**src/rtl/cprc_pkg.sv**
```systemverilog
/*
 Package for the codec PLL and record configuration register bank: register
 offsets, field positions, reset values, timing constants and carrier structs.
 Assumes a single 125 MHz clock domain and an AXI4-Lite register bus.
*/
package cprc_pkg;

	localparam int unsigned CLK_HZ = 125000000;

	// Printed offsets are not all word multiples; they are register indices
	localparam logic [15:0] IDX_PLL_BASE = 16'h4002;
	localparam logic [15:0] IDX_JACK     = 16'h4008;
	localparam logic [15:0] IDX_LMIX_A   = 16'h400A;
	localparam logic [15:0] IDX_LMIX_B   = 16'h400B;
	localparam logic [15:0] IDX_RMIX_A   = 16'h400C;
	localparam logic [15:0] IDX_RMIX_B   = 16'h400D;
	localparam logic [15:0] IDX_LVOL     = 16'h400E;
	localparam logic [15:0] IDX_RVOL     = 16'h400F;
	localparam logic [15:0] IDX_BIAS     = 16'h4010;
	localparam logic [15:0] IDX_LVL0     = 16'h4011;
	localparam int unsigned PLL_BYTES    = 6;

	// PLL byte reset values, byte 0 first
	localparam logic [7:0] RST_PLL0 = 8'h00;
	localparam logic [7:0] RST_PLL1 = 8'hFD;
	localparam logic [7:0] RST_PLL2 = 8'h00;
	localparam logic [7:0] RST_PLL3 = 8'h0C;
	localparam logic [7:0] RST_PLL4 = 8'h10;
	localparam logic [7:0] RST_PLL5 = 8'h00;
	localparam logic [7:0] RST_BYTE = 8'h00;

	// Writable bits per register; reserved bits read zero
	localparam logic [7:0] MASK_PLL4 = 8'h7F;
	localparam logic [7:0] MASK_PLL5 = 8'h01;
	localparam logic [7:0] MASK_JACK = 8'hF1;
	localparam logic [7:0] MASK_MIXA = 8'h7F;
	localparam logic [7:0] MASK_MIXB = 8'h1F;
	localparam logic [7:0] MASK_VOL  = 8'hFF;
	localparam logic [7:0] MASK_BIAS = 8'h0D;
	localparam logic [7:0] MASK_LVL0 = 8'hFF;

	localparam int unsigned POS_LOCK = 1;

	// Lock wait after enable and debounce/ramp time units
	localparam int unsigned LOCK_US        = 100;
	localparam int unsigned LOCK_CYC       = (LOCK_US * (CLK_HZ / 1000000));
	localparam int unsigned MS_CYC         = CLK_HZ / 1000;
	localparam int unsigned DEB_BASE_MS    = 5;
	localparam int unsigned RAMP_BASE_MS   = 24;
	localparam int unsigned VOL_STEPS      = 64;

	localparam logic [1:0] AXI_OKAY   = 2'b00;
	localparam logic [1:0] AXI_SLVERR = 2'b10;

	localparam logic [1:0] PIN_OFF = 2'b00;
	localparam logic [1:0] PIN_JD  = 2'b01;
	localparam logic [1:0] PIN_MIC = 2'b10;

	typedef struct packed {
		logic [15:0] denominator;
		logic [15:0] numerator;
		logic [3:0]  multiplier;
		logic [1:0]  in_divider;
		logic        fractional;
		logic        pll_on;
	} cprc_pll_cfg_t;

	typedef struct packed {
		logic [2:0] pos_gain;
		logic [2:0] neg_gain;
		logic [2:0] aux_gain;
		logic [1:0] diff_boost;
		logic       mixer_on;
		logic [5:0] diff_volume;
		logic       diff_unmute;
		logic       diff_pair_on;
	} cprc_chan_cfg_t;

	typedef struct packed {
		logic       bias_output_on;
		logic       bias_level_select;
		logic       bias_high_perf;
	} cprc_bias_cfg_t;

endpackage

```
**src/rtl/cprc_regs.sv**
```systemverilog
/*
 Register bank of the codec PLL and record path configuration, an AXI4-Lite
 slave. Assumes a well-behaved AXI4-Lite master, one clock, and analog
 blocks that take the decoded settings from the output structs.
*/
`timescale 1ns/1ps

module cprc_regs #(
	parameter int unsigned LOCK_CYCLES = cprc_pkg::LOCK_CYC,
	parameter int unsigned MS_CYCLES   = cprc_pkg::MS_CYC
) (
	input  wire logic                     i_ref_clk,
	input  wire logic                     i_rst_n,
	input  wire logic [17:0]              i_awaddr,
	input  wire logic                     i_awvalid,
	output logic                          o_awready,
	input  wire logic [31:0]              i_wdata,
	input  wire logic [3:0]               i_wstrb,
	input  wire logic                     i_wvalid,
	output logic                          o_wready,
	output logic [1:0]                    o_bresp,
	output logic                          o_bvalid,
	input  wire logic                     i_bready,
	input  wire logic [17:0]              i_araddr,
	input  wire logic                     i_arvalid,
	output logic                          o_arready,
	output logic [31:0]                   o_rdata,
	output logic [1:0]                    o_rresp,
	output logic                          o_rvalid,
	input  wire logic                     i_rready,
	input  wire logic                     i_detect_or_digital_mic_pin,
	output cprc_pkg::cprc_pll_cfg_t       o_pll_cfg,
	output cprc_pkg::cprc_chan_cfg_t      o_left_cfg,
	output cprc_pkg::cprc_chan_cfg_t      o_right_cfg,
	output cprc_pkg::cprc_bias_cfg_t      o_bias_cfg,
	output logic                          o_jack_present,
	output logic                          o_digital_mic_data,
	output logic [5:0]                    o_left_volume_now,
	output logic [5:0]                    o_right_volume_now
);

	localparam int unsigned NREG = 8;

	logic [7:0]  pll_reg [cprc_pkg::PLL_BYTES];
	logic [7:0]  byte_reg [NREG];
	logic        lock_reg;
	logic [31:0] lock_cnt_reg;
	logic [15:0] aw_idx_reg;
	logic        aw_have_reg;
	logic [31:0] w_data_reg;
	logic [3:0]  w_strb_reg;
	logic        w_have_reg;
	logic        bvalid_reg;
	logic [1:0]  bresp_reg;
	logic        rvalid_reg;
	logic [31:0] rdata_reg;
	logic [1:0]  rresp_reg;
	logic        pin_meta_reg;
	logic        pin_sync_reg;
	logic        jack_reg;
	logic [31:0] deb_cnt_reg;
	logic        mic_reg;
	logic [5:0]  lvol_now_reg;
	logic [5:0]  rvol_now_reg;
	logic [31:0] ramp_cnt_reg;

	// Byte bank order: jack, lmix a, lmix b, rmix a, rmix b, lvol, rvol, bias
	function automatic int map_idx(input logic [15:0] idx);
		if (idx == cprc_pkg::IDX_JACK)
			return 0;
		else if (idx == cprc_pkg::IDX_LMIX_A)
			return 1;
		else if (idx == cprc_pkg::IDX_LMIX_B)
			return 2;
		else if (idx == cprc_pkg::IDX_RMIX_A)
			return 3;
		else if (idx == cprc_pkg::IDX_RMIX_B)
			return 4;
		else if (idx == cprc_pkg::IDX_LVOL)
			return 5;
		else if (idx == cprc_pkg::IDX_RVOL)
			return 6;
		else if (idx == cprc_pkg::IDX_BIAS)
			return 7;
		else
			return -1;
	endfunction

	function automatic logic [7:0] mask_of(input int k);
		case (k)
			0:       return cprc_pkg::MASK_JACK;
			1, 3:    return cprc_pkg::MASK_MIXA;
			2, 4:    return cprc_pkg::MASK_MIXB;
			5, 6:    return cprc_pkg::MASK_VOL;
			default: return cprc_pkg::MASK_BIAS;
		endcase
	endfunction

	// The first level control byte is kept apart: only its ramp rate and ALC fields matter here
	logic [7:0] lvl0_reg;

	wire logic        do_write = aw_have_reg && w_have_reg && !bvalid_reg;
	wire logic [15:0] pll_off  = aw_idx_reg - cprc_pkg::IDX_PLL_BASE;
	wire logic        w_pll    = (aw_idx_reg >= cprc_pkg::IDX_PLL_BASE) &&
		(pll_off < 16'(cprc_pkg::PLL_BYTES));
	wire integer      w_k      = map_idx(aw_idx_reg);
	wire logic        w_lvl    = (aw_idx_reg == cprc_pkg::IDX_LVL0);
	wire logic        w_hit    = w_pll || (w_k >= 0) || w_lvl;
	wire logic [15:0] ar_idx   = i_araddr[17:2];
	wire logic [15:0] ar_off   = ar_idx - cprc_pkg::IDX_PLL_BASE;
	wire logic        r_pll    = (ar_idx >= cprc_pkg::IDX_PLL_BASE) &&
		(ar_off < 16'(cprc_pkg::PLL_BYTES));
	wire integer      r_k      = map_idx(ar_idx);
	wire logic        r_lvl    = (ar_idx == cprc_pkg::IDX_LVL0);
	wire logic        do_read  = i_arvalid && !rvalid_reg;

	logic [7:0] pll_rd;
	always_comb
	begin
		pll_rd = pll_reg[ar_off[2:0]];
		if (ar_off[2:0] == 3'd5)
			pll_rd[cprc_pkg::POS_LOCK] = lock_reg;
	end

	wire logic [7:0] rd_byte = r_pll ? pll_rd : (r_k >= 0) ? byte_reg[r_k[2:0]] :
		r_lvl ? lvl0_reg : 8'h00;

	assign o_awready = !aw_have_reg;
	assign o_wready  = !w_have_reg;
	assign o_arready = !rvalid_reg;
	assign o_bvalid  = bvalid_reg;
	assign o_bresp   = bresp_reg;
	assign o_rvalid  = rvalid_reg;
	assign o_rdata   = rdata_reg;
	assign o_rresp   = rresp_reg;

	// Bus handshake; address and data are latched in either order
	always_ff @(posedge i_ref_clk or negedge i_rst_n)
	begin
		if (!i_rst_n)
		begin
			aw_have_reg <= 1'b0;
			aw_idx_reg  <= 16'h0000;
			w_have_reg  <= 1'b0;
			w_data_reg  <= 32'h0000_0000;
			w_strb_reg  <= 4'h0;
			bvalid_reg  <= 1'b0;
			bresp_reg   <= cprc_pkg::AXI_OKAY;
		end
		else
		begin
			if (i_awvalid && !aw_have_reg)
			begin
				aw_have_reg <= 1'b1;
				aw_idx_reg  <= i_awaddr[17:2];
			end
			if (i_wvalid && !w_have_reg)
			begin
				w_have_reg <= 1'b1;
				w_data_reg <= i_wdata;
				w_strb_reg <= i_wstrb;
			end
			if (do_write)
			begin
				aw_have_reg <= 1'b0;
				w_have_reg  <= 1'b0;
				bvalid_reg  <= 1'b1;
				bresp_reg   <= w_hit ? cprc_pkg::AXI_OKAY : cprc_pkg::AXI_SLVERR;
			end
			else if (bvalid_reg && i_bready)
				bvalid_reg <= 1'b0;
		end
	end

	// Each register is one byte in lane 0; only PLL spans several indices
	wire logic wr_en = do_write && w_strb_reg[0];

	always_ff @(posedge i_ref_clk or negedge i_rst_n)
	begin
		if (!i_rst_n)
		begin
			pll_reg[0] <= cprc_pkg::RST_PLL0;
			pll_reg[1] <= cprc_pkg::RST_PLL1;
			pll_reg[2] <= cprc_pkg::RST_PLL2;
			pll_reg[3] <= cprc_pkg::RST_PLL3;
			pll_reg[4] <= cprc_pkg::RST_PLL4;
			pll_reg[5] <= cprc_pkg::RST_PLL5;
		end
		else if (wr_en && w_pll)
		begin
			if (pll_off[2:0] == 3'd4)
				pll_reg[4] <= w_data_reg[7:0] & cprc_pkg::MASK_PLL4;
			else if (pll_off[2:0] == 3'd5)
				pll_reg[5] <= w_data_reg[7:0] & cprc_pkg::MASK_PLL5;
			else
				pll_reg[pll_off[2:0]] <= w_data_reg[7:0];
		end
	end

	genvar g;
	generate
		for (g = 0; g < NREG; g++)
		begin : g_bytes
			always_ff @(posedge i_ref_clk or negedge i_rst_n)
			begin
				if (!i_rst_n)
					byte_reg[g] <= cprc_pkg::RST_BYTE;
				else if (wr_en && w_k == g)
					byte_reg[g] <= w_data_reg[7:0] & mask_of(g);
			end
		end
	endgenerate

	always_ff @(posedge i_ref_clk or negedge i_rst_n)
	begin
		if (!i_rst_n)
			lvl0_reg <= cprc_pkg::RST_BYTE;
		else if (wr_en && w_lvl)
			lvl0_reg <= w_data_reg[7:0] & cprc_pkg::MASK_LVL0;
	end

	// Read channel, answered the cycle after the address is taken
	always_ff @(posedge i_ref_clk or negedge i_rst_n)
	begin
		if (!i_rst_n)
		begin
			rvalid_reg <= 1'b0;
			rdata_reg  <= 32'h0000_0000;
			rresp_reg  <= cprc_pkg::AXI_OKAY;
		end
		else if (do_read)
		begin
			rvalid_reg <= 1'b1;
			rdata_reg  <= {24'h000000, rd_byte};
			rresp_reg  <= (r_pll || r_k >= 0 || r_lvl) ? cprc_pkg::AXI_OKAY :
				cprc_pkg::AXI_SLVERR;
		end
		else if (rvalid_reg && i_rready)
			rvalid_reg <= 1'b0;
	end

	// Lock model: counts after enable; disabling or retuning drops lock
	wire logic pll_touch = wr_en && w_pll && (pll_off[2:0] != 3'd5);
	always_ff @(posedge i_ref_clk or negedge i_rst_n)
	begin
		if (!i_rst_n)
		begin
			lock_reg     <= 1'b0;
			lock_cnt_reg <= 32'h0000_0000;
		end
		else if (!pll_reg[5][0] || pll_touch)
		begin
			lock_reg     <= 1'b0;
			lock_cnt_reg <= 32'h0000_0000;
		end
		else if (lock_cnt_reg < 32'(LOCK_CYCLES))
			lock_cnt_reg <= lock_cnt_reg + 32'h0000_0001;
		else
			lock_reg <= 1'b1;
	end

	// Integer mode forces fraction terms to zero toward the PLL
	always_comb
	begin
		o_pll_cfg.pll_on      = pll_reg[5][0];
		o_pll_cfg.fractional  = pll_reg[4][0];
		o_pll_cfg.in_divider  = pll_reg[4][2:1];
		o_pll_cfg.multiplier  = pll_reg[4][6:3];
		o_pll_cfg.denominator = pll_reg[4][0] ? {pll_reg[0], pll_reg[1]} : 16'h0000;
		o_pll_cfg.numerator   = pll_reg[4][0] ? {pll_reg[2], pll_reg[3]} : 16'h0000;
	end

	// Gain codes pass as written; reserved codes are not filtered out
	always_comb
	begin
		o_left_cfg.pos_gain      = byte_reg[1][6:4];
		o_left_cfg.neg_gain      = byte_reg[1][3:1];
		o_left_cfg.mixer_on      = byte_reg[1][0];
		o_left_cfg.diff_boost    = byte_reg[2][4:3];
		o_left_cfg.aux_gain      = byte_reg[2][2:0];
		o_left_cfg.diff_volume   = lvol_now_reg;
		o_left_cfg.diff_unmute   = byte_reg[5][1];
		o_left_cfg.diff_pair_on  = byte_reg[5][0];
		o_right_cfg.pos_gain     = byte_reg[3][6:4];
		o_right_cfg.neg_gain     = byte_reg[3][3:1];
		o_right_cfg.mixer_on     = byte_reg[3][0];
		o_right_cfg.diff_boost   = byte_reg[4][4:3];
		o_right_cfg.aux_gain     = byte_reg[4][2:0];
		o_right_cfg.diff_volume  = rvol_now_reg;
		o_right_cfg.diff_unmute  = byte_reg[6][1];
		o_right_cfg.diff_pair_on = byte_reg[6][0];
		o_bias_cfg.bias_output_on    = byte_reg[7][0];
		o_bias_cfg.bias_level_select = byte_reg[7][2];
		o_bias_cfg.bias_high_perf    = byte_reg[7][3];
	end

	// Pin synchroniser and jack debounce
	wire logic [1:0]  pin_func  = byte_reg[0][5:4];
	wire logic        pin_level = pin_sync_reg ^ byte_reg[0][0];
	wire logic [31:0] deb_limit = 32'(cprc_pkg::DEB_BASE_MS * MS_CYCLES)
		<< byte_reg[0][7:6];

	always_ff @(posedge i_ref_clk or negedge i_rst_n)
	begin
		if (!i_rst_n)
		begin
			pin_meta_reg <= 1'b0;
			pin_sync_reg <= 1'b0;
			jack_reg     <= 1'b0;
			deb_cnt_reg  <= 32'h0000_0000;
			mic_reg      <= 1'b0;
		end
		else
		begin
			pin_meta_reg <= i_detect_or_digital_mic_pin;
			pin_sync_reg <= pin_meta_reg;
			mic_reg      <= (pin_func == cprc_pkg::PIN_MIC) && pin_sync_reg;
			if (pin_func != cprc_pkg::PIN_JD)
			begin
				jack_reg    <= 1'b0;
				deb_cnt_reg <= 32'h0000_0000;
			end
			else if (pin_level == jack_reg)
				deb_cnt_reg <= 32'h0000_0000;
			else if (deb_cnt_reg + 32'h0000_0001 >= deb_limit)
			begin
				jack_reg    <= pin_level;
				deb_cnt_reg <= 32'h0000_0000;
			end
			else
				deb_cnt_reg <= deb_cnt_reg + 32'h0000_0001;
		end
	end

	assign o_jack_present     = jack_reg;
	assign o_digital_mic_data = mic_reg;

	// Volume ramp: one step per tick so a full sweep spans the ramp time
	wire logic [31:0] ramp_limit = 32'((cprc_pkg::RAMP_BASE_MS * MS_CYCLES) /
		cprc_pkg::VOL_STEPS) << lvl0_reg[7:6];
	wire logic        alc_off   = (lvl0_reg[2:0] == 3'b000);
	wire logic        ramp_tick = (ramp_cnt_reg + 32'h0000_0001 >= ramp_limit);

	always_ff @(posedge i_ref_clk or negedge i_rst_n)
	begin
		if (!i_rst_n)
		begin
			ramp_cnt_reg <= 32'h0000_0000;
			lvol_now_reg <= 6'h00;
			rvol_now_reg <= 6'h00;
		end
		else if (!alc_off)
		begin
			lvol_now_reg <= byte_reg[5][7:2];
			rvol_now_reg <= byte_reg[6][7:2];
			ramp_cnt_reg <= 32'h0000_0000;
		end
		else if (ramp_tick)
		begin
			ramp_cnt_reg <= 32'h0000_0000;
			if (lvol_now_reg < byte_reg[5][7:2])
				lvol_now_reg <= lvol_now_reg + 6'h01;
			else if (lvol_now_reg > byte_reg[5][7:2])
				lvol_now_reg <= lvol_now_reg - 6'h01;
			if (rvol_now_reg < byte_reg[6][7:2])
				rvol_now_reg <= rvol_now_reg + 6'h01;
			else if (rvol_now_reg > byte_reg[6][7:2])
				rvol_now_reg <= rvol_now_reg - 6'h01;
		end
		else
			ramp_cnt_reg <= ramp_cnt_reg + 32'h0000_0001;
	end

	assign o_left_volume_now  = lvol_now_reg;
	assign o_right_volume_now = rvol_now_reg;

endmodule

```
**config.mk**
```make
export PLATFORM = sky130hd
export DESIGN_NAME = cprc_regs
export DESIGN_NICKNAME = d
export VERILOG_FILES = /design/src/rtl/cprc_pkg.sv /design/src/rtl/cprc_regs.sv
export SDC_FILE = /design/constraint.sdc
export NUM_CORES = 1
export LEC_CHECK = 0
export BUFFER_PORTS_ARGS = -buffer_cell sky130_fd_sc_hd__buf_2
export CAP_MARGIN = 20
export CELL_PAD_IN_SITES_DETAIL_PLACEMENT = 0
export CELL_PAD_IN_SITES_GLOBAL_PLACEMENT = 1
export CORE_ASPECT_RATIO = 1.75
export CORE_MARGIN = 3
export CORE_UTILIZATION = 45
export CTS_CLUSTER_DIAMETER = 150
export CTS_CLUSTER_SIZE = 12
export DETAILED_ROUTE_END_ITERATION = 8
export GPL_TIMING_DRIVEN = 0
export PLACE_DENSITY = 0.9
export SETUP_SLACK_MARGIN = 0.1
export SYNTH_ARGS = -nofsm -noshare
export SYNTH_HDL_FRONTEND = slang
export SYNTH_SLANG_ARGS = --single-unit
export TNS_END_PERCENT = 5
```
**constraint.sdc**
```tcl
create_clock -name i_ref_clk -period 3.89 [get_ports i_ref_clk]
set_input_delay 0.778 -clock i_ref_clk [delete_from_list [all_inputs] [get_ports i_ref_clk]]
set_output_delay 0.778 -clock i_ref_clk [all_outputs]
set_load 0.01 [all_outputs]
```
* After elaboration in Yosys (flattened, before gate mapping)
Cells that the tools add are included.
Widths: inputs -> output; s select.
** Operators by class
- $lt $le $gt $ge :: 17
- Muxes and demuxes :: 64
- Eq/ne operators :: 38
- Bitwise logic cells :: 6
- Shifts and indexed selects :: 2
- $add $sub $neg :: 9
- Reduce and logical (&&, ||, !) cells :: 47
** Operators with widths (count)
- $mux 32 :: 23
- $eq 16x15->1 const B :: 18
- $eq 32x4->1 const B :: 4
- $add 32x1->32 const B :: 3
- $mux 8 :: 11
- $eq 32x3->1 const B :: 2
- $ge 32x1->1 const B :: 2
- $ge 32x32->1 :: 2
- $bmux 8 s3 :: 2
- $bwmux 48 :: 1
- $mux 6 :: 8
- $eq 32x2->1 const B :: 1
- $ge 16x15->1 const B :: 2
- $logic_not 32->1 :: 1
- $lt 16x3->1 const B :: 2
- $lt 32x14->1 const B :: 1
- $mux 16 :: 2
- $shl 16x2->32 const A :: 1
- $shl 20x2->32 const A :: 1
- $sub 16x15->16 const B :: 2
- $demux 8 s3 :: 1
- $logic_and 1x1->1 :: 23
- $mux 1 :: 14
- $add 6x1->6 const B :: 2
- other kinds (22) :: 54
** Word-level totals
- Input bits :: 80
- Output and inout bits :: 138
- Register bits after elaboration :: 258
- Logic and storage cells :: 218

* Logic depth before layout (Yosys ltp)
Gate-level depths: netlist of run 1.
- Depth after elaboration :: 15
- Gate-level depth with buffers :: 16

* Worst setup path before layout of run 1
Ideal clock, no wire load.
- Path type :: register to register
- From :: register deb_cnt_reg[2]
- To :: register deb_cnt_reg[10]
- Setup time :: 88 ps
- Data arrival time :: 3418 ps
- Clock period less this slack :: 3506 ps
- Stages on the path, launching flop included :: 17
- Path slack :: 384 ps
- Data required time :: 3802 ps
- Cell sequence :: dfrtp_1 -> nand4_1 -> or3_1 -> clkbuf_1 -> nor2_1 -> nand3_1 -> nor2_1 -> xor2_1 -> ha_1 -> a21o_1 -> a21oi_1 -> o21ai_0 -> a221o_1 -> o21ai_0 -> o2111ai_1 -> clkbuf_1 -> nor3b_1
** Between the ends
- Longest elaborated chain between the ends :: 5
** RTL lines
- start, declared :: RTL line cprc_regs.sv:61 : logic [31:0] deb_cnt_reg;
- start signal, assigned :: RTL line cprc_regs.sv:331 : deb_cnt_reg <= deb_cnt_reg + 32'h0000_0001;
- $add 32x1->32 (*) :: RTL line cprc_regs.sv:325, cprc_regs.sv:331
- $ge 32x32->1 :: RTL line cprc_regs.sv:325 : else if (deb_cnt_reg + 32'h0000_0001 >= deb_limit)
- $mux 32 (*) :: RTL line cprc_regs.sv:325
- $mux 32 (*) :: RTL line cprc_regs.sv:323 : else if (pin_level == jack_reg)
- $mux 32 (*) :: RTL line cprc_regs.sv:318 : if (pin_func != cprc_pkg::PIN_JD)
Mark *: on every way between the ends. The rest lies on a longest branch, timed or not.
A chain may end at the register's enable or synchronous reset.

* Worst setup path in the final report of run 1
- From :: input i_araddr[14]
- To :: register rdata_reg[1] (netlist: o_rdata[1])
** Between the ends
- Longest elaborated chain between the ends :: 14
** RTL lines
- start, declared :: RTL line cprc_regs.sv:24 : input wire logic [17:0] i_araddr,
- parallel branches: the longest is 13 deep, another holds $ge 32x1->1
- $mux 8 (*) :: RTL line cprc_regs.sv:125 : wire logic [7:0] rd_byte = r_pll ? pll_rd : (r_k >= 0) ? byte_reg[r_k[2:0]] :
- end signal, assigned :: RTL line cprc_regs.sv:234 : rdata_reg <= {24'h000000, rd_byte};
- end, declared :: RTL line cprc_regs.sv:56 : logic [31:0] rdata_reg;
Every way passes the cells marked *. The select of a mux whose other input is x is not followed.

==> impl_metrics.ini, run 1 <==
[synthesis]
syn_inst = 1413
synth_common_cells = dfrtp_1, mux2_2, nor2_1, buf_4, ha_1
synth_area_leader_cell = dfrtp_1
synthTopCellsByArea = dfrtp_1, mux2_2, ha_1, buf_4, xnor2_1
syn_area_um2 = 14800
synthDistinctLibCells = 81
synth-seq-area-share = 0.431
ys_seq_elements = 255
synthArstFlopShare = 1.00
ys_warn_count = 0
synth.most_common_cell = dfrtp_1
synth_top_area_share = 0.414
synthFlopType = dfrtp_1
avgSynthCellArea_um2 = 10.5
synth_edf_count = 0

[detailed_routing]
wl_um = 41500
detail-route-antenna-nets = 0
drc = 0
drt_pass1_iterations = 5
avgRoutedWirePerCell_um = 19.9
drtIter0Drc = 625
viasPerCell = 5.59
num_vias = 11700

[timing]
worstMarginPinSlew_ns = 1.05
layout_min_cycle_time_ns = 3.72
maxSlewViolCount = 0
fmax_ghz = 0.269
hold_violations = 0
setup_violations = 0
fin_crit_sh = 0.956
rsz0062_at_grt = yes
hold_ws_ns = 0.187
slew_headroom = 0.292
finalSetupTns_ns = 0
fin_skew_ns = 0.0152

[setup_path]
worst_path_max_delay_cell = nor4b_1
arrival_ns = 4.13
crit_path_frequent_cell = mux2i_1
crit_chain = buf_2, nor4b_1, nand3_1, nor3_4, clkbuf_2, mux2i_1, o21ai_0, mux2i_1, a21oi_1
rr_startpoint = ramp_cnt_reg[1]$_DFF_PN0_
r2r_end = o_left_volume_now[1]$_DFFE_PN0P_
reg2reg_slack_ns = 0.19
crit_path_max_fanout = 10
crit_type = in -> reg
reg2reg_depth = 14
startpoint_type = primary input
cp-end-kind = flop
cp.required_ns = 4.30
max_stage_delay_ns = 0.75

[placed_design]
io_buffers = 158
dp.cells = 2023
place.gp.congestion = 0.906
hpwl_um = 31900

[floorplan]
std_cell_rows = 87
chipHeight_um = 246
chipWidth_um = 143
start_util = 0.458
coreArea_um2 = 32300
io_pins = 218
die_area_um2 = 35200

[grt]
grt_pass1_vias = 12000
grt_overflow = 0
grt_pass1_wl_um = 64500
antenna_found_initial = 1
track_usage = 0.233
grt_max_degree = 100

[final_layout]
largest_register_ff_count = 39
area_growth_pct = 17.8
final_util = 0.540
nNetsFinal = 1822
finalNonFillerCells = 2086
final_layout_size_suffix_gt1_frac = 0.292

[run_status]
outcome = finished, final reports clean

[power_and_ir_drop]
power_uw = 8110
intPower_uw = 5340
switchingPower_uw = 2770
pwr-share-comb = 0.315
seqPwrFrac = 0.407
p_sw_frac = 0.342
clkPwrFrac = 0.277
power_density_nw_per_um2 = 464
max-vdd-ir-drop_v = 0.000543
p_leak_uw = 0.00832

[clock_tree]
numCtsBuffers = 25
clock_path_buffers = 3
cts_tree = yes
clock_latency_ns = 0.54
h-tree-depth = 1
path_clk_slew_ns = 0.06
clock-root-buffer = clkbuf_16
cts_sinks = 255

[hold_path]
min_path_type = in -> async

[job]
maxCapViolCount = 0
==> logic make-up (layout without fill, tap and decap cells) <==
kind of cell    count (synthesis)  count (layout)  share of synthesized area
simple gates                  463             463                      0.175
flops                         255             255                      0.431
compound gates                204             204                     0.0951
buf+inv                       188             412                     0.0685
mux                           153             153                      0.121
fa+ha+maj                      77              77                     0.0660
xor+xnor                       72              72                     0.0425
other cells                     1              50                   0.000253
==> through the flow <==
stage	cell area [µm²]	worst slack (ns)
final	17500	0.171
after global routing	17500	0.0240
after CTS	17200	0.0564
after detailed placement	16400	-0.706
after global placement	16300	-2.34
after floorplan	15000	0.384
==> power by group through the flow <==
| stage | logic, µW | registers, µW | clock network, µW |
|---|---|---|---|
| floorplan | 1790 | 3240 | 0 |
| global route | 2830 | 3350 | 2390 |
| detailed placement | 2530 | 3350 | 0 |
| global placement | 2440 | 3330 | 0 |
| finish | 2560 | 3300 | 2250 |
| CTS | 2560 | 3300 | 2290 |
==> placed cells by master, fill, tap and decap left out, drive strengths merged, types with 35 or more instances in the layout <==
cell,count
buf,265
dfrtp,245
mux2,130
clkbuf,88
nor2,83
ha,75
nand2,72
and2,59
inv,58
conb,48
a21oi,45
xnor2,44
nand3,41
o21ai,35
==> cell type report <==
type                            instances  area, µm²
Multi-Input combinational cell       1017       7800
Buffer                                131        831
Antenna cell                            2       5.00
Tap cell                              400        500
Clock buffer                           44        697
Fill cell                            2830      14900
Inverter                               57        214
Sequential cell                       255       6400
Clock inverter                          2       20.0
Timing Repair Buffer                  178        997
==> worst max path at each step <==
stage                     depth (start not counted)                                to  slack (ns)                       from
after floorplan                                  16         deb_cnt_reg[10]$_DFF_PN0_        0.38   deb_cnt_reg[2]$_DFF_PN0_
after global placement                            1           aw_have_reg$_DFFE_PN0P_       -2.34                    i_rst_n
after detailed placement                          9            o_rdata[3]$_DFFE_PN0P_       -0.71               i_araddr[14]
after CTS                                         9            o_rdata[1]$_DFFE_PN0P_        0.06               i_araddr[14]
after global routing                             14  o_left_volume_now[1]$_DFFE_PN0P_        0.02  ramp_cnt_reg[1]$_DFF_PN0_
final                                             9            o_rdata[1]$_DFFE_PN0P_        0.17               i_araddr[14]
==> critical path: cells and delay by family <==
kind,cells,cell delay (ns)
AO/OA/AOI/OAI,2,0.27
multiplexers,2,0.74
AND/OR/NAND/NOR,3,1.79
buffers and inverters,2,0.52
==> repair_timing <==
item                                   in CTS  in global routing
hold buffers                                0                  0
cloned                                      2                  0
endpoints found under the hold margin       0                  0
pin swaps                                   3                 10
buffers inserted                            3                 10
resized for setup                          22                 43
setup endpoints to repair                  60                 72
==> metal layers <==
metal | track usage | vias up | routed length [µm]
li1 | - | 5469 | -
met1 | 0.242 | 5697 | 14500
met2 | 0.438 | 359 | 22500
met3 | 0.0241 | 126 | 1620
met4 | 0.147 | 0 | 2850
met5 | 0 | - | 0
Note: power is estimated with default switching activity, not from simulation.
==> run 2, diff against run 1 <==
--- a/config.mk
+++ b/config.mk
@@ -7,8 +7,6 @@
 export LEC_CHECK = 0
 export BUFFER_PORTS_ARGS = -buffer_cell sky130_fd_sc_hd__buf_2
 export CAP_MARGIN = 20
-export CELL_PAD_IN_SITES_DETAIL_PLACEMENT = 0
-export CELL_PAD_IN_SITES_GLOBAL_PLACEMENT = 1
 export CORE_ASPECT_RATIO = 1.75
 export CORE_MARGIN = 3
 export CORE_UTILIZATION = 45
@@ -16,7 +14,7 @@
 export CTS_CLUSTER_SIZE = 12
 export DETAILED_ROUTE_END_ITERATION = 8
 export GPL_TIMING_DRIVEN = 0
-export PLACE_DENSITY = 0.9
+export PLACE_DENSITY = 0.75
 export SETUP_SLACK_MARGIN = 0.1
 export SYNTH_ARGS = -nofsm -noshare
 export SYNTH_HDL_FRONTEND = slang
==> run 2 against run 1 <==
Effect of this change:
- register-to-register slack lost 0.02 ns
- combinational power is essentially flat
- die area is the same
- highest routed layer unchanged
- sequential power is essentially flat
==> impl_metrics.ini, run 2 (same netlist as run 1, synthesis figures left out) <==
[run_status]
outcome = finished, final reports clean

[grt]
antenna_found_initial = 0
use_met1 = 0.230
grt_pass1_vias = 12000
grt_busiest_layer = met2
grt_overflow = 0
grtUsageMet2 = 0.430
grt_max_degree = 105
gr-usage-met3 = 0.0229
grt_pass1_wl_um = 62600
track_usage = 0.226

[detailed_routing]
drt_pass1_iterations = 5
wl_um = 40800
num_vias = 11700
detail-route-antenna-nets = 0
viasPerCell = 5.63
drc = 0
avgRoutedWirePerCell_um = 19.6
drtIter0Drc = 601

[floorplan]
die_area_um2 = 35200
start_util = 0.458
chipHeight_um = 246
std_cell_rows = 87
coreArea_um2 = 32300
io_pins = 218
chipWidth_um = 143

[timing]
setup_violations = 0
slew_headroom = 0.306
rsz0062_at_grt = yes
fin_skew_ns = 0.0140
fmax_ghz = 0.269
worstMarginPinSlew_ns = 1.04
hold_violations = 0
fin_crit_sh = 0.956
layout_min_cycle_time_ns = 3.72
maxSlewViolCount = 0

[setup_path]
cp.required_ns = 4.33
cp-end-kind = flop
reg2reg_slack_ns = 0.17
arrival_ns = 4.16
rr_startpoint = deb_cnt_reg[2]$_DFF_PN0_
crit_type = reg -> reg
r2r_end = deb_cnt_reg[10]$_DFF_PN0_
crit_path_max_fanout = 10
startpoint_type = flop
reg2reg_depth = 16

[final_layout]
final_util = 0.537
finalNonFillerCells = 2080
diodes = 0
final_layout_size_suffix_gt1_frac = 0.285
nNetsFinal = 1818
mostFrequentLayoutCell = dfrtp_1
area_growth_pct = 17.1
mostFrequentLayoutCells = dfrtp_1, buf_2, mux2_2, buf_4, nor2_1
fill_cells = 2796
largest_register_ff_count = 39

[power_and_ir_drop]
max-vdd-ir-drop_v = 0.000445
p_leak_uw = 0.00828
power_density_nw_per_um2 = 465

[clock_tree]
clock_latency_ns = 0.53
numCtsBuffers = 25
cts_hold_buf = 0
path_clk_slew_ns = 0.07
h-tree-depth = 1
cts_sinks = 255
clock-root-buffer = clkbuf_16
cts_tree = yes
clock_path_buffers = 3

[placed_design]
io_buffers = 158
dp.cells = 2023
hpwl_um = 31700
place.gp.congestion = 0.899

[hold_path]
min_path_type = in -> async

[job]
maxCapViolCount = 0
-- run 2: where the power goes --
group          switching [µW]  internal (µW)  total (µW)
Sequential                380           2920        3300
Clock                    1000           1210        2220
Combinational            1350           1200        2560
-- run 2: critical path, stage by stage, from the launching register on --
cell	delay, ns
dfrtp_2	0.40
nand4_1	0.15
or3_1	0.39
buf_2	0.18
nor2_2	0.15
nand3_1	0.14
nor2_2	0.17
xor2_2	0.19
ha_1	0.27
a21o_1	0.19
a21oi_1	0.13
o21ai_0	0.11
a221o_1	0.31
o21ai_2	0.17
o2111ai_4	0.21
clkbuf_8	0.23
nor3b_1	0.21
-- run 2: area by class of cell --
| class | count | area (µm²) | share of cell area |
|---|---|---|---|
| multi-input cells | 1017 | 7750 | 0.446 |
| plain buffers | 131 | 827 | 0.0476 |
| flip-flops and latches | 255 | 6400 | 0.369 |
| well taps | 400 | 500 | 0.0288 |
| repair buffers | 174 | 956 | 0.0551 |
| clock inverters | 2 | 20.0 | 0.00115 |
| inverters | 57 | 214 | 0.0123 |
| clock buffers | 44 | 697 | 0.0401 |
-- run 2: worst max path at each step --
stage	startpoint	end	slack (ns)
after floorplan	deb_cnt_reg[2]$_DFF_PN0_	deb_cnt_reg[10]$_DFF_PN0_	0.38
after global routing	deb_cnt_reg[3]$_DFF_PN0_	deb_cnt_reg[4]$_DFF_PN0_	-0.01
after global placement	i_rst_n	ramp_cnt_reg[26]$_DFF_PN0_	-2.37
after detailed placement	i_araddr[14]	o_rdata[3]$_DFFE_PN0P_	-0.71
after CTS	ramp_cnt_reg[0]$_DFF_PN0_	o_left_volume_now[1]$_DFFE_PN0P_	0.07
final	deb_cnt_reg[2]$_DFF_PN0_	deb_cnt_reg[10]$_DFF_PN0_	0.17
-- run 2: repair_timing --
action / CTS / global route
pin swaps: 3 / 8
setup buffers: 4 / 6
setup endpoints to repair: 60 / 58
gates resized for setup: 20 / 24
gates cloned: 0 / 1
-- run 2: layer usage --
metal,share of wire,wire [µm]
met5,0,0
met4,0.068,2780
met3,0.039,1600
met2,0.54,22200
met1,0.35,14200
-- run 2: stage by stage --
step	hold slack [ns]	TNS (ns)	area, µm²	total power (µW)	setup slack (ns)
detailed placement	0.344	-16.16	16400	5870	-0.705
global route	0.209	-0.0304	17400	8520	-0.0149
global placement	0.341	-595.35	16300	5780	-2.37
finish	0.175	0	17400	8070	0.171
floorplan	0.331	0	15000	5030	0.384
CTS	0.186	0	17200	8100	0.0670
==> run 3, diff against run 2 <==
--- a/config.mk
+++ b/config.mk
@@ -14,7 +14,7 @@
 export CTS_CLUSTER_SIZE = 12
 export DETAILED_ROUTE_END_ITERATION = 8
 export GPL_TIMING_DRIVEN = 0
-export PLACE_DENSITY = 0.75
+export PLACE_DENSITY = 0.65
 export SETUP_SLACK_MARGIN = 0.1
 export SYNTH_ARGS = -nofsm -noshare
 export SYNTH_HDL_FRONTEND = slang
==> run 3 against run 2 <==
Effect of this change:
- clock-buffer cell count decreased by 1
- global-route usage is 0.70 points higher
- final cell count down 0.43%
- critical path type unchanged
==> impl_metrics.ini, run 3 (same netlist as run 1, synthesis figures left out) <==
[timing]
fin_skew_ns = 0.0196
hold_ws_ns = 0.153
fin_crit_sh = 0.948
setup_violations = 0
layout_min_cycle_time_ns = 3.69
slew_headroom = 0.290
layout_setup_ws_ns = 0.204
rsz0062_at_grt = yes
maxSlewViolCount = 0
finalSetupTns_ns = 0
fmax_ghz = 0.271
hold_violations = 0
worstMarginPinSlew_ns = 1.06

[power_and_ir_drop]
switchingPower_uw = 2750
power_density_nw_per_um2 = 467
p_leak_uw = 0.00824
clkPwrFrac = 0.278
p_sw_frac = 0.340
max-vdd-ir-drop_v = 0.000438
seqPwrFrac = 0.408
intPower_uw = 5330
pwr-share-comb = 0.314

[final_layout]
finalNonFillerCells = 2071
largest_register_ff_count = 39
area_growth_pct = 16.8
fill_cells = 2887
mostFrequentLayoutCells = dfrtp_1, buf_2, mux2_2, nor2_1, buf_4
final_util = 0.535
final_layout_size_suffix_gt1_frac = 0.281
nNetsFinal = 1810
diodes = 0
mostFrequentLayoutCell = dfrtp_1

[detailed_routing]
detail-route-antenna-nets = 0
drtIter0Drc = 579
drc = 0
wl_um = 41300
viasPerCell = 5.53
num_vias = 11400
avgRoutedWirePerCell_um = 19.9
drt_pass1_iterations = 4

[clock_tree]
cts_sinks = 255
clock-root-buffer = clkbuf_16
path_clk_slew_ns = 0.06
numCtsBuffers = 25
cts_hold_buf = 0
h-tree-depth = 1
clock_latency_ns = 0.54
clock_path_buffers = 3
cts_tree = yes

[grt]
grt_overflow = 0
grt_max_degree = 114
grt_pass1_wl_um = 64300
antenna_found_initial = 1
track_usage = 0.233
grt_pass1_vias = 11900

[setup_path]
max_stage_delay_ns = 0.55
rr_startpoint = deb_cnt_reg[10]$_DFF_PN0_
reg2reg_slack_ns = 0.20
cp.required_ns = 4.34
arrival_ns = 4.13
crit_chain = nand3_1, or4_1, clkbuf_1, or3_1, xnor2_1, ha_1, or3b_2, a2111oi_4, o2111ai_4, clkbuf_8, nor3b_1
startpoint_type = flop
cp-startpoint = deb_cnt_reg[10]$_DFF_PN0_
crit_path_max_fanout = 10
cp-end-kind = flop
crit_type = reg -> reg
worst_path_max_delay_cell = or4_1

[hold_path]
min_path_type = in -> async

[floorplan]
die_area_um2 = 35200
std_cell_rows = 87
chipWidth_um = 143
io_pins = 218
start_util = 0.458
coreArea_um2 = 32300
chipHeight_um = 246

[run_status]
outcome = finished, final reports clean

[placed_design]
place.gp.congestion = 0.934
io_buffers = 158
dp_slack_ns = -0.677
hpwl_um = 32000
dp.cells = 2023

[job]
maxCapViolCount = 0
-- run 3: cell count changes in the layout (fill, tap and decap cells not counted), sizes merged --
cell,previous run,this run
buf,260,252
clkinv,1,0
clkbuf,89,88
clkinvlp,0,1
-- run 3: critical path, delay by kind of cell (launching register included) --
kind,cells,cell delay (ns)
flip-flops,1,0.40
AND/OR/NAND/NOR,5,1.82
AO/OA/AOI/OAI,2,0.60
adder cells (fa/ha/maj),1,0.22
XOR/XNOR,1,0.16
buffers and inverters,2,0.40
-- run 3: path summary, 6_finish.rpt --
path,to,cells past startpoint
max,deb_cnt_reg[21]$_DFF_PN0_,11
min in group i_ref_clk,pin_meta_reg$_DFF_PN0_,1
max reg2reg,deb_cnt_reg[21]$_DFF_PN0_,11
max in group asynchronous,ramp_cnt_reg[22]$_DFF_PN0_,3
min reg2reg,pin_sync_reg$_DFF_PN0_,0
min,lock_cnt_reg[24]$_DFFE_PN0P_,1
-- run 3: metrics by stage --
stage               total power, µW  cell area [µm²]
CTS                            8130            17200
floorplan                      5030            15000
global route                   8550            17300
detailed placement             5860            16400
global placement               5790            16300
finish                         8080            17300
-- run 3: layer usage --
metal,vias up,global-route usage,part of all wire
li1,5440,-,-
met1,5626,0.240,0.36
met2,269,0.440,0.54
met3,112,0.0353,0.042
met4,2,0.128,0.060
met5,-,0,0.00036
-- run 3: power groups by stage --
| stage | Sequential (µW) | Combinational (µW) | Clock [µW] |
|---|---|---|---|
| 2_1_floorplan | 3240 | 1790 | 0 |
| 3_3_place_gp | 3330 | 2460 | 0 |
| 3_5_place_dp | 3340 | 2520 | 0 |
| 4_1_cts | 3290 | 2540 | 2290 |
| 5_1_grt | 3340 | 2810 | 2390 |
| 6_report | 3300 | 2540 | 2240 |
-- run 3: area by class of cell --
cell class	count	area, µm²	area share
multi-input cells	1017	7750	0.448
clock buffers	43	693	0.0401
repair buffers	166	896	0.0518
inverters	57	218	0.0126
well taps	400	500	0.0289
clock inverters	2	20.0	0.00116
plain buffers	131	825	0.0476
flip-flops and latches	255	6400	0.370
-- run 3: timing repair --
action | in CTS | in global routing
endpoints found under the setup margin | 60 | 85
setup buffers | 2 | 1
gates resized for setup | 23 | 21
hold endpoints to repair | 0 | 0
pin swaps | 4 | 5
